**src/logic/ccss_consts.vh**
```
// Constants for the clock source select and start-up block.
// Assumes plain Verilog-2005 inclusion by bare name; definitions only.
`ifndef CCSS_CONSTS_VH
`define CCSS_CONSTS_VH

// ---------------------------------------------------------------
// Register map
// ---------------------------------------------------------------
`define CCSS_ADDR_W 8
`define CCSS_DATA_W 8
`define CCSS_REG_CTRL 8'h00
`define CCSS_REG_STAT 8'h01
`define CCSS_REG_FUSE 8'h02
`define CCSS_CTRL_RST 8'h38
`define CCSS_CTRL_MODE_LSB 0
`define CCSS_CTRL_IO_EN 3
`define CCSS_CTRL_ASY_EN 4
`define CCSS_CTRL_ADC_EN 5

// ---------------------------------------------------------------
// Clock sources and start-up delay codes
// ---------------------------------------------------------------
`define CCSS_SRC_XTAL 3'h0
`define CCSS_SRC_LFXT 3'h1
`define CCSS_SRC_ERC 3'h2
`define CCSS_SRC_IRC 3'h3
`define CCSS_SRC_EXT 3'h4
`define CCSS_DLY_NONE 2'h0
`define CCSS_DLY_SHORT 2'h1
`define CCSS_DLY_LONG 2'h2

// ---------------------------------------------------------------
// Sleep modes
// ---------------------------------------------------------------
`define CCSS_SLP_IDLE 3'h0
`define CCSS_SLP_ADCNR 3'h1
`define CCSS_SLP_PDOWN 3'h2
`define CCSS_SLP_PSAVE 3'h3
`define CCSS_SLP_STBY 3'h6
`define CCSS_SLP_XSTBY 3'h7

// ---------------------------------------------------------------
// Start-up counts, in cycles of the counted oscillator
// ---------------------------------------------------------------
`define CCSS_CNT_W 17
`define CCSS_CK_6 17'h00006
`define CCSS_CK_18 17'h00012
`define CCSS_CK_258 17'h00102
`define CCSS_CK_1K 17'h00400
`define CCSS_CK_16K 17'h04000
`define CCSS_CK_32K 17'h08000
`define CCSS_WDT_SHORT 4096
`define CCSS_WDT_LONG 65536

// ---------------------------------------------------------------
// Factory fuse defaults (0 = programmed)
// ---------------------------------------------------------------
`define CCSS_FUSE_CKSEL_DFLT 4'h1
`define CCSS_FUSE_SUT_DFLT 2'h2

`endif

```
**src/logic/ccss_sync3.v**
```verilog
// Three-stage synchroniser for a pin level, with rising-edge pulse.
// Assumes an asynchronous input; output moves when stages two and three agree.
`timescale 1ns/1ps
module ccss_sync3 (
   input wire clk,
   input wire rst_n,
   input wire din,
   output reg level_q,
   output wire rise
);
   reg s1_q;
   reg s2_q;
   reg s3_q;

   // Shift chain; only stage two reads stage one
   always @(posedge clk or negedge rst_n) begin
      if (!rst_n) begin
         s1_q <= 1'b0;
         s2_q <= 1'b0;
         s3_q <= 1'b0;
         level_q <= 1'b0;
      end else begin
         s1_q <= din;
         s2_q <= s1_q;
         s3_q <= s2_q;
         if (s2_q == s3_q) begin
            level_q <= s3_q;
         end
      end
   end

   assign rise = (s2_q == s3_q) && s3_q && !level_q;
endmodule

```
**src/logic/ccss_tick_timer.v**
```verilog
// Down counter that loads a count and steps once per tick.
// Assumes load and tick come from logic on the same clock.
`timescale 1ns/1ps
module ccss_tick_timer #(
   parameter W = 17
) (
   input wire clk,
   input wire rst_n,
   input wire load,
   input wire [W-1:0] load_val,
   input wire tick,
   output wire zero
);
   reg [W-1:0] cnt_q;

   // Load wins over a tick in the same cycle
   always @(posedge clk or negedge rst_n) begin
      if (!rst_n) begin
         cnt_q <= {W{1'b0}};
      end else if (load) begin
         cnt_q <= load_val;
      end else if (tick && (cnt_q != {W{1'b0}})) begin
         cnt_q <= cnt_q - {{(W-1){1'b0}}, 1'b1};
      end
   end

   assign zero = (cnt_q == {W{1'b0}});
endmodule

```
**src/logic/ccss_top.v**
```verilog
// Clock source select, start-up timing and clock domain gating.
// Assumes fuses are stable pins, oscillator and watchdog clocks arrive as pins.
//
// Summary of operation
// - Fuse code 1111-1010 crystal, 1001 low-freq, 1000-0101 RC, 0100-0001 internal, 0000 external.
// - A fuse bit of one is unprogrammed, zero is programmed.
// - Wake from power-down or power-save waits start-up cycles of selected source.
// - Reset start adds a delay counted on the watchdog oscillator, except where the delay code is none.
// - Factory defaults 0001 and 10 select 1 MHz internal RC, longest start.
// - Crystal range bits 101/110/111 rise in range; programmed option means wide.
// - Option fuse programmed gives full swing wide range; else low-power swing.
// - Crystal, select bit zero 0: 258+4.1ms, 258+65ms, 1K+none, 1K+4.1ms.
// - Crystal, select bit zero 1: 1K+65ms, 16K+none, 16K+4.1ms, 16K+65ms.
// - Core clock drives register file, flags and stack; gating stops the core.
// - Peripheral clock drives timers, SPI, serial port; async detectors need none.
// - Asynchronous timer clock domain keeps running through sleep, except in power-down and standby.
// - Converter clock domain runs while core and peripheral clocks stop.
// - Unused module clocks gate off independently under sleep mode control.
// - Flash interface clock follows the core clock.
//
// The address map and strobed register access are this design's own decisions.
`timescale 1ns/1ps
`include "ccss_consts.vh"
module ccss_top #(
   parameter WDT_SHORT = `CCSS_WDT_SHORT,
   parameter WDT_LONG = `CCSS_WDT_LONG
) (
   input wire clk,
   input wire rst_n,
   input wire [3:0] clock_source_select_fuses,
   input wire [1:0] startup_time_fuses,
   input wire oscillator_amplifier_option_fuse,
   input wire osc_clk_pin,
   input wire watchdog_oscillator_pin,
   input wire wake_pin,
   input wire sleep_enter,
   input wire [7:0] addr,
   input wire [7:0] wdata,
   input wire wr,
   input wire rd,
   output reg [7:0] rdata,
   output reg core_reset_n,
   output reg exec_hold,
   output reg cpu_clk_en,
   output reg flash_clk_en,
   output reg io_clk_en,
   output reg asy_clk_en,
   output reg adc_clk_en,
   output reg [2:0] osc_sel,
   output reg amp_full_swing,
   output reg [1:0] xtal_range
);
   // ---------------------------------------------------------------
   // States
   // ---------------------------------------------------------------
   localparam ST_FUSE = 3'h0;
   localparam ST_OSC = 3'h1;
   localparam ST_WDT = 3'h2;
   localparam ST_RUN = 3'h3;
   localparam ST_SLEEP = 3'h4;
   localparam ST_WAKE = 3'h5;

   // ---------------------------------------------------------------
   // Fuse decoding functions
   // ---------------------------------------------------------------
   // Source from the four select fuses
   function [2:0] src_of;
      input [3:0] ck;
      begin
         if (ck >= 4'hA) src_of = `CCSS_SRC_XTAL;
         else if (ck == 4'h9) src_of = `CCSS_SRC_LFXT;
         else if (ck >= 4'h5) src_of = `CCSS_SRC_ERC;
         else if (ck >= 4'h1) src_of = `CCSS_SRC_IRC;
         else src_of = `CCSS_SRC_EXT;
      end
   endfunction

   // Start-up cycles of the selected source
   function [16:0] ck_of;
      input [3:0] ck;
      input [1:0] startup_fuse_field;
      begin
         case (src_of(ck))
            `CCSS_SRC_XTAL: begin
               if (!ck[0]) ck_of = startup_fuse_field[1] ? `CCSS_CK_1K : `CCSS_CK_258;
               else ck_of = (startup_fuse_field == 2'h0) ? `CCSS_CK_1K : `CCSS_CK_16K;
            end
            `CCSS_SRC_LFXT: ck_of = startup_fuse_field[1] ? `CCSS_CK_32K : `CCSS_CK_1K;
            `CCSS_SRC_ERC: ck_of = (startup_fuse_field == 2'h3) ? `CCSS_CK_6 : `CCSS_CK_18;
            default: ck_of = `CCSS_CK_6;
         endcase
      end
   endfunction

   // Additional reset delay code
   function [1:0] dly_of;
      input [3:0] ck;
      input [1:0] startup_fuse_field;
      begin
         case (src_of(ck))
            `CCSS_SRC_XTAL: begin
               case ({ck[0], startup_fuse_field})
                  3'h0: dly_of = `CCSS_DLY_SHORT;
                  3'h1: dly_of = `CCSS_DLY_LONG;
                  3'h2: dly_of = `CCSS_DLY_NONE;
                  3'h3: dly_of = `CCSS_DLY_SHORT;
                  3'h4: dly_of = `CCSS_DLY_LONG;
                  3'h5: dly_of = `CCSS_DLY_NONE;
                  3'h6: dly_of = `CCSS_DLY_SHORT;
                  default: dly_of = `CCSS_DLY_LONG;
               endcase
            end
            `CCSS_SRC_LFXT: dly_of = (startup_fuse_field == 2'h0) ? `CCSS_DLY_SHORT : `CCSS_DLY_LONG;
            `CCSS_SRC_ERC: begin
               if (startup_fuse_field == 2'h0) dly_of = `CCSS_DLY_NONE;
               else if (startup_fuse_field == 2'h2) dly_of = `CCSS_DLY_LONG;
               else dly_of = `CCSS_DLY_SHORT;
            end
            default: begin
               if (startup_fuse_field == 2'h0) dly_of = `CCSS_DLY_NONE;
               else if (startup_fuse_field == 2'h1) dly_of = `CCSS_DLY_SHORT;
               else dly_of = `CCSS_DLY_LONG;
            end
         endcase
      end
   endfunction

   // ---------------------------------------------------------------
   // Signals
   // ---------------------------------------------------------------
   reg [3:0] cksel_q;
   reg [1:0] sut_q;
   reg opt_q;
   reg [2:0] state_q;
   reg [2:0] state_d;
   reg tmr_ld_q;
   reg tmr_ld_d;
   reg [16:0] tmr_val_q;
   reg [16:0] tmr_val_d;
   reg [7:0] ctrl_q;
   reg [2:0] slp_mode_q;
   wire osc_rise;
   wire wdt_rise;
   wire wake_lvl;
   wire tmr_zero;
   wire tmr_tick;
   wire tmr_done;
   wire [1:0] dly_code;
   wire [16:0] wdt_cnt;
   wire [2:0] slp_mode_now;

   // ---------------------------------------------------------------
   // Pin synchronisers
   // ---------------------------------------------------------------
   ccss_sync3 u_osc_sync (.clk(clk), .rst_n(rst_n), .din(osc_clk_pin), .level_q(),
      .rise(osc_rise));
   ccss_sync3 u_wdt_sync (.clk(clk), .rst_n(rst_n), .din(watchdog_oscillator_pin), .level_q(),
      .rise(wdt_rise));
   ccss_sync3 u_wake_sync (.clk(clk), .rst_n(rst_n), .din(wake_pin), .level_q(wake_lvl),
      .rise());

   // ---------------------------------------------------------------
   // Shared start-up counter
   // ---------------------------------------------------------------
   // Watchdog edges during the reset delay, source edges otherwise
   assign tmr_tick = (state_q == ST_WDT) ? wdt_rise : osc_rise;
   assign tmr_done = tmr_zero && !tmr_ld_q;

   ccss_tick_timer #(.W(`CCSS_CNT_W)) u_timer (.clk(clk), .rst_n(rst_n), .load(tmr_ld_q),
      .load_val(tmr_val_q), .tick(tmr_tick), .zero(tmr_zero));

   // ---------------------------------------------------------------
   // Fuse capture
   // ---------------------------------------------------------------
   // Defaults under reset, real fuses taken once after release
   always @(posedge clk or negedge rst_n) begin
      if (!rst_n) begin
         cksel_q <= `CCSS_FUSE_CKSEL_DFLT;
         sut_q <= `CCSS_FUSE_SUT_DFLT;
         opt_q <= 1'b1;
      end else if (state_q == ST_FUSE) begin
         cksel_q <= clock_source_select_fuses;
         sut_q <= startup_time_fuses;
         opt_q <= oscillator_amplifier_option_fuse;
      end
   end

   assign dly_code = dly_of(cksel_q, sut_q);
   assign wdt_cnt = (dly_code == `CCSS_DLY_LONG) ? WDT_LONG[16:0] : WDT_SHORT[16:0];
   // Mode in force: control field on the entry edge, frozen copy while asleep
   assign slp_mode_now = (state_q == ST_RUN) ?
      ctrl_q[`CCSS_CTRL_MODE_LSB+2:`CCSS_CTRL_MODE_LSB] : slp_mode_q;

   // ---------------------------------------------------------------
   // Start-up and sleep sequencer
   // ---------------------------------------------------------------
   always @* begin
      state_d = state_q;
      tmr_ld_d = 1'b0;
      tmr_val_d = tmr_val_q;
      case (state_q)
         ST_FUSE: begin
            state_d = ST_OSC;
            tmr_ld_d = 1'b1;
            tmr_val_d = ck_of(clock_source_select_fuses, startup_time_fuses);
         end
         ST_OSC: begin
            if (tmr_done) begin
               if (dly_code == `CCSS_DLY_NONE) begin
                  state_d = ST_RUN;
               end else begin
                  state_d = ST_WDT;
                  tmr_ld_d = 1'b1;
                  tmr_val_d = wdt_cnt;
               end
            end
         end
         ST_WDT: begin
            if (tmr_done) state_d = ST_RUN;
         end
         ST_RUN: begin
            if (sleep_enter) state_d = ST_SLEEP;
         end
         ST_SLEEP: begin
            if (wake_lvl) begin
               if ((slp_mode_q == `CCSS_SLP_PDOWN) || (slp_mode_q == `CCSS_SLP_PSAVE)) begin
                  state_d = ST_WAKE;
                  tmr_ld_d = 1'b1;
                  tmr_val_d = ck_of(cksel_q, sut_q);
               end else begin
                  state_d = ST_RUN;
               end
            end
         end
         ST_WAKE: begin
            if (tmr_done) state_d = ST_RUN;
         end
         default: state_d = ST_FUSE;
      endcase
   end

   // Sequencer registers; sleep mode frozen on entry
   always @(posedge clk or negedge rst_n) begin
      if (!rst_n) begin
         state_q <= ST_FUSE;
         tmr_ld_q <= 1'b0;
         tmr_val_q <= 17'h00000;
         slp_mode_q <= `CCSS_SLP_IDLE;
      end else begin
         state_q <= state_d;
         tmr_ld_q <= tmr_ld_d;
         tmr_val_q <= tmr_val_d;
         if ((state_q == ST_RUN) && sleep_enter) begin
            slp_mode_q <= ctrl_q[`CCSS_CTRL_MODE_LSB+2:`CCSS_CTRL_MODE_LSB];
         end
      end
   end

   // ---------------------------------------------------------------
   // Clock domain gating and source outputs
   // ---------------------------------------------------------------
   always @(posedge clk or negedge rst_n) begin
      if (!rst_n) begin
         core_reset_n <= 1'b0;
         exec_hold <= 1'b1;
         cpu_clk_en <= 1'b0;
         flash_clk_en <= 1'b0;
         io_clk_en <= 1'b0;
         asy_clk_en <= 1'b0;
         adc_clk_en <= 1'b0;
         osc_sel <= `CCSS_SRC_IRC;
         amp_full_swing <= 1'b0;
         xtal_range <= 2'h0;
      end else begin
         if (state_d == ST_RUN) core_reset_n <= 1'b1;
         exec_hold <= (state_d != ST_RUN);
         // Core and flash stop in every sleep mode
         cpu_clk_en <= (state_d == ST_RUN);
         flash_clk_en <= (state_d == ST_RUN);
         if (state_d == ST_RUN) begin
            io_clk_en <= ctrl_q[`CCSS_CTRL_IO_EN];
            asy_clk_en <= ctrl_q[`CCSS_CTRL_ASY_EN];
            adc_clk_en <= ctrl_q[`CCSS_CTRL_ADC_EN];
         end else if (state_d == ST_SLEEP) begin
            io_clk_en <= ctrl_q[`CCSS_CTRL_IO_EN] && (slp_mode_now == `CCSS_SLP_IDLE);
            asy_clk_en <= ctrl_q[`CCSS_CTRL_ASY_EN] && (slp_mode_now != `CCSS_SLP_PDOWN)
               && (slp_mode_now != `CCSS_SLP_STBY);
            adc_clk_en <= ctrl_q[`CCSS_CTRL_ADC_EN] && ((slp_mode_now == `CCSS_SLP_IDLE)
               || (slp_mode_now == `CCSS_SLP_ADCNR));
         end else begin
            io_clk_en <= 1'b0;
            adc_clk_en <= 1'b0;
            asy_clk_en <= ctrl_q[`CCSS_CTRL_ASY_EN] && (state_d == ST_WAKE);
         end
         osc_sel <= src_of(cksel_q);
         amp_full_swing <= !opt_q;
         if (src_of(cksel_q) != `CCSS_SRC_XTAL) xtal_range <= 2'h0;
         else if (!opt_q) xtal_range <= 2'h3;
         else if (cksel_q[3:1] == 3'h5) xtal_range <= 2'h0;
         else if (cksel_q[3:1] == 3'h6) xtal_range <= 2'h1;
         else xtal_range <= 2'h2;
      end
   end

   // ---------------------------------------------------------------
   // Register port
   // ---------------------------------------------------------------
   // Control register write
   always @(posedge clk or negedge rst_n) begin
      if (!rst_n) begin
         ctrl_q <= `CCSS_CTRL_RST;
      end else if (wr && (addr == `CCSS_REG_CTRL)) begin
         ctrl_q <= {2'h0, wdata[5:0]};
      end
   end

   // Read data one cycle after the strobe; unmapped reads zero
   always @(posedge clk or negedge rst_n) begin
      if (!rst_n) begin
         rdata <= 8'h00;
      end else if (rd) begin
         if (addr == `CCSS_REG_CTRL) rdata <= ctrl_q;
         else if (addr == `CCSS_REG_STAT) rdata <= {xtal_range, osc_sel, state_q};
         else if (addr == `CCSS_REG_FUSE) rdata <= {1'b0, opt_q, sut_q, cksel_q};
         else rdata <= 8'h00;
      end else begin
         rdata <= 8'h00;
      end
   end
endmodule

```
**config.mk**
```make
export PLATFORM = sky130hd
export DESIGN_NAME = ccss_top
export DESIGN_NICKNAME = d
export VERILOG_FILES = /design/src/logic/ccss_sync3.v /design/src/logic/ccss_tick_timer.v /design/src/logic/ccss_top.v
export VERILOG_INCLUDE_DIRS = /design/src /design/src/logic
export SDC_FILE = /design/constraint.sdc
export NUM_CORES = 1
export LEC_CHECK = 0
export BUFFER_PORTS_ARGS = -buffer_cell sky130_fd_sc_hd__buf_2
export CORE_AREA = 10 10 127 129
export CTS_CLUSTER_DIAMETER = 40
export DETAILED_ROUTE_END_ITERATION = 10
export DIE_AREA = 0 0 137 139
export PLACE_DENSITY_LB_ADDON = 0.1
export SLEW_MARGIN = 40
export SYNTH_ARGS = -nofsm -noshare
export SYNTH_HDL_FRONTEND = slang
export SYNTH_SLANG_ARGS = --single-unit
```
**constraint.sdc**
```tcl
create_clock -name clk -period 2.65 [get_ports clk]
set_input_delay 0.1325 -clock clk [delete_from_list [all_inputs] [get_ports clk]]
set_output_delay 0.1325 -clock clk [all_outputs]
set_load 0.02 [all_outputs]
```
== After elaboration in Yosys (flattened, before gate mapping) ==
Cells that the tools add are included.
Cells by class
  add/subtract/negate cells: 1
  $lt $le $gt $ge: 6
  equality and inequality tests: 42
  mux-type cells: 67
  reduce and logical (&&, ||, !) cells: 38
Operator list (number)
  $pmux 17 s3: 3
  $mux 17: 7
  $mux 15: 4
  $mux 3: 18
  $mux 16: 2
  $eq 3x2->1 const B: 10
  $eq 3x3->1 const B: 8
  $mux 8: 3
  $mux 11: 2
  $logic_not 3->1: 6
  $mux 2: 9
  $logic_not 17->1: 1
  $reduce_bool 17->1: 1
  $sub 17x1->17 const B: 1
  $eq 3x1->1 const B: 5
  $pmux 3 s5: 1
  $logic_and 1x1->1: 13
  $mux 1: 12
  $mux 5: 2
  $eq 2x2->1 const B: 4
  $eq 4x4->1 const B: 2
  $eq 8x1->1 const B: 1
  $eq 8x2->1 const B: 1
  $ge 4x1->1 const B: 2
  other kinds (21): 36
Word-level totals
  flip-flop bits (word level): 86
  bits of input ports: 31
  output and inout bits: 21
  word-level logic and storage cells: 185

== Depth between registers and ports, before layout ==
  depth after elaboration: 15
  depth in mapped cells: 8
  depth with buffers taken out: 7

== Hierarchy ==
Synthesis repeated with hierarchy kept, for this count alone.
Unflattened totals
  cell total of the unflattened synthesis: 419
  area total of the unflattened synthesis: 4177.8 um2
By module, submodules not included
  ccss_top: instances 1, cells each 264, area an instance 2643.8 um2, sequential area each 1237.4 um2
  ccss_tick_timer: instances 1, cells each 134, area an instance 1132.3 um2, sequential area each 425.4 um2
  ccss_sync3: instances 3, cells each 7, area an instance 133.9 um2, sequential area each 100.1 um2

== Least setup slack after synthesis ==
No wires, ideal clock.
  path type: register -> register
  start point: register u_timer.cnt_q[0]
  end point: register u_timer.cnt_q[15]
  library setup time: 0.144 ns
  arrival: 1.934 ns
  required time: 2.506 ns
  slack: 0.573 ns
  cell stages (with the launch flop): 8
  buffers on the path: 0
  period minus slack after synthesis: 2.077 ns
  path through: dfrtp_1 inv_1 ha_1 or4b_1 or4_4 o211a_1 nand2_2 o311ai_1
On the way
  longest elaborated chain between the ends: 3
  elaborated cells between the ends (all ways): 6
  those cells by class: 1 x add/sub; 2 x mux; 3 x reduce/logical
RTL lines
  from (decl): RTL line ccss_tick_timer.v:14  | reg [W-1:0] cnt_q;
  from (signal assigned): RTL line ccss_tick_timer.v:19  | cnt_q <= {W{1'b0}};
  from (signal assigned): RTL line ccss_tick_timer.v:21  | cnt_q <= load_val;
  from (signal assigned): RTL line ccss_tick_timer.v:23  | cnt_q <= cnt_q - {{(W-1){1'b0}}, 1'b1};
  $sub 17x1->17 / $reduce_bool 17->1 (equally long branches): RTL line ccss_tick_timer.v:23, ccss_tick_timer.v:22
  $mux 17 / $logic_and 1x1->1 (equally long branches): RTL line ccss_tick_timer.v:22  | end else if (tick && (cnt_q != {W{1'b0}})) begin
  $mux 17 / $reduce_bool 2->1 (equally long branches)
Several ways; a longest one is shown, not always the timed one. The select of a mux whose other input is x is not followed.
A chain may end at the register's enable or synchronous reset.

== Worst setup path after layout ==
  start point: register state_q[0]
  end point: register u_timer.cnt_q[11]
On the way
  longest elaborated chain between the ends: 4
RTL lines
  from (decl): RTL line ccss_top.v:134  | reg [2:0] state_q;
  from (signal assigned): RTL line ccss_top.v:250  | state_q <= state_d;
  $eq 3x2->1: RTL line ccss_top.v:166  | assign tmr_tick = (state_q == ST_WDT) ? wdt_rise : osc_rise;
  $mux 1: RTL line ccss_top.v:166
  $logic_and 1x1->1: RTL line ccss_tick_timer.v:22
  $reduce_bool 2->1 (no source line)
No other way between the ends.

==> out/results.ini <==
[global_routing]
first_global_vias=3287
met1_usage_pct=14.8
grt_usage_pct=11.2
met2_usage_pct=16.7
grtUsageMet3_pct=3.88
grt_start_max_net_pins=79
grt_pass1_wl_microns=17100
grt_overflow=0
antenna_found_initial=0
busiest_layer=met2

[power]
switchingPower_mw=2.10
p_int_mw=3.39
power-per-cell-area_nw_per_um2=1120
max-vdd-ir-drop_uv=591
power.share.clock_pct=24.1
power_mw=5.49
p_seq_share_pct=34.6
power.leakage_nw=2.17
swShare_pct=38.3
combPwrFrac_pct=41.3

[finish]
diodes=0
syn2layout_area_growth_pct=21.9
layout-drive-gt1-share_pct=28.4
nets=484
fin_area_sq_um=4890

[drt]
drc=0
drtAntennaViolNets=0
wl_microns=9980
avgViaCountPerCell=4.91
drtIter0Drc=374
dr.pass1.iters=4
wl_per_cell_microns=15.7
num_vias=3120

[clock_tree]
clk_pin_slew_worst_paths_ps=60
ctsLongestPathBuffers=2
clock_sinks=78
cts_max_level=3
clk_latency_ps=340
cts_hold_buf=5
cts_root_buf=clkbuf_16
cts_tree=built
cts-resized-gates=0
cts_inserted_buffers=9
post_cts_buffers=0

[sta]
min_period_ps=2270
fmax_ghz=0.441
setup_tns_ps=0
worst_slack_ps=383
max_slew_margin_pct=51.2
rsz0062_at_grt=false
period_share_pct=85.5
worst_pin_slew_ps=731
hold_violations=0
skew_ps=5.02
finalSetupViolations=0
maxSlewViolCount=0
hold_ws_ps=25.8

[placement]
place_area_sq_um=4530
dpl.hpwl_microns=7200
port_buffers=49
gp_congestion=0.755
dp_slack_ps=380

[floorplan]
dieArea_sq_um=19000
die_y_microns=139
ios=52
fp.dieW_microns=137
initial_utilization_pct=29.4
fp-row-count=43
fp.coreArea_sq_um=13700

[synth]
ys_warn_count=0
synth_ff_type=dfrtp_1
synth-edff-count=0
synthAdderAreaFrac_pct=1.18
synth_nets=422
ys_ff_latch=78
synth_compound_area_share_pct=14.8
synth-simple-area-share_pct=21.2
ys_seq_area_share_pct=48.9
yosys.area_share.xor_xnor_pct=2.18
synth_area_sq_um=4010
yosysUniqueCellTypes=67
synthArstFlopShare_pct=100
synthCells=388
synth_mux_area_share_pct=8.92
synth_top_family_by_area=simple AND/OR/NAND/NOR gates
syn_avg_cell_area_sq_um=10.3

[worst_hold_path]
worstHoldStart=wdata[3]
hold_depth=2
holdCritPathClass=primary input to flop
holdPathEnd=ctrl_q[3]

[run_status]
outcome=finished, final reports clean

[critical_path]
reg2reg_to=u_timer.cnt_q[11]
end_kind=flop
rrSetupSlack_ps=380
cp_max_fo=11
max_stage_delay_ps=480
r2r_start=state_q[0]
path_delay_family=simple AND/OR/NAND/NOR gates
worst_path_max_delay_cell=or4_1
cp_cell_sequence=nor3b_1, buf_4, mux2i_1, buf_4, nand2_1, or4_1, a21oi_1
cp_data_arrival_time_ps=2530
startpoint_type=flop
rr_worst_depth=7
crit_buf_inv=2
cpMostUsedCell=buf_4
required_ps=2920
setup.worst_path.class=flop to flop

[job]
maxCapViolations=0

[worst reg2reg max path: cells and delay by family, from the launching register on]
kind,cells,cell delay [ps]
DFF,1,460
AOI/OAI and AO/OA,1,140
muxes,1,170
and+or+nand+nor,3,1030
buffers and inverters,2,400
[power groups by stage]
stage	Sequential [mW]	Combinational, mW	Clock (mW)
2_1_floorplan	1.84	1.69	0
3_3_place_gp	1.91	2.28	0
3_5_place_dp	1.92	2.27	0
4_1_cts	1.91	2.29	1.38
5_1_grt	1.96	2.56	1.43
6_report	1.90	2.27	1.33
[routing by layer]
layer / wire [microns] / share of wire (%) / up-vias
met5: 0 / 0 / -
met4: 53 / 0.53 / 0
met3: 518 / 5.2 / 5
li1: - / - / 1530
met2: 4570 / 46 / 71
met1: 4840 / 48 / 1514
[cells in the mapped netlist (9+ instances only)]
cell       n  area (sq um)
dfrtp_1   69          1730
nand2_1   34           128
nor2_1    33           124
o21ai_0   26           130
mux2_2    22           248
a21oi_1   20           100
clkbuf_1  13          48.8
nand3_1   13          65.1
mux2i_1   11           110
inv_1     10          37.5
nand2b_1  10          62.6
dfstp_2    9           236
[how the worst max path moves through the flow]
| stage | startpoint | end | slack [ps] | cells past startpoint |
|---|---|---|---|---|
| final | state_q[0] | u_timer.cnt_q[11] | 380 | 7 |
| after global routing | u_timer.cnt_q[0] | io_clk_en | 160 | 8 |
| after CTS | u_timer.cnt_q[0] | tmr_val_q[16] | 370 | 8 |
| after detailed placement | u_timer.cnt_q[0] | tmr_val_q[16] | 380 | 8 |
| after global placement | u_timer.cnt_q[0] | io_clk_en | 400 | 8 |
| after floorplan | u_timer.cnt_q[0] | u_timer.cnt_q[15] | 570 | 7 |
[registers in the layout, summed over array words and instances (netlist names), 2 cells and up]
register,flops
rdata,8
u_timer.cnt_q,17
cksel_q,4
state_q,3
osc_sel,3
tmr_val_q,9
xtal_range,2
sut_q,2
ctrl_q,6
slp_mode_q,3
[cells in the final DEF (no fill, tap or decap), drive strengths merged, types with 5 or more instances in the layout]
master,count
a21oi,20
o21ai,26
nand2,35
dfrtp,69
clkbuf,12
mux2i,11
xor2,8
mux2,22
nand3,13
dfstp,9
or4,8
nand2b,10
nor3,8
inv,10
dlygate4sd3,5
buf,64
nor2,34
nor2b,5
[cell type report]
cell class / count / area (sq um)
fill: 1426 / 8770
inverter: 10 / 37.5
tap: 180 / 225
sequential: 78 / 1960
timing repair buffer: 69 / 414
clock inverter: 4 / 70.1
multi-input combinational: 282 / 1940
clock buffer: 12 / 246
[cells by family after synthesis]
kind of cell               after synthesis
AOI/OAI and AO/OA                       89
and+or+nand+nor                        146
buffers and inverters                   28
xor gates and xnor gates                10
adders and majority gates                4
muxes                                   33
DFF                                     78
[stage by stage]
step                util, %  cells
finish                 35.8    635
global route           35.8    635
CTS                    35.8    635
detailed placement     33.1    614
global placement       33.1    614
floorplan                 -    388
Power figures use the tool's default switching activity.
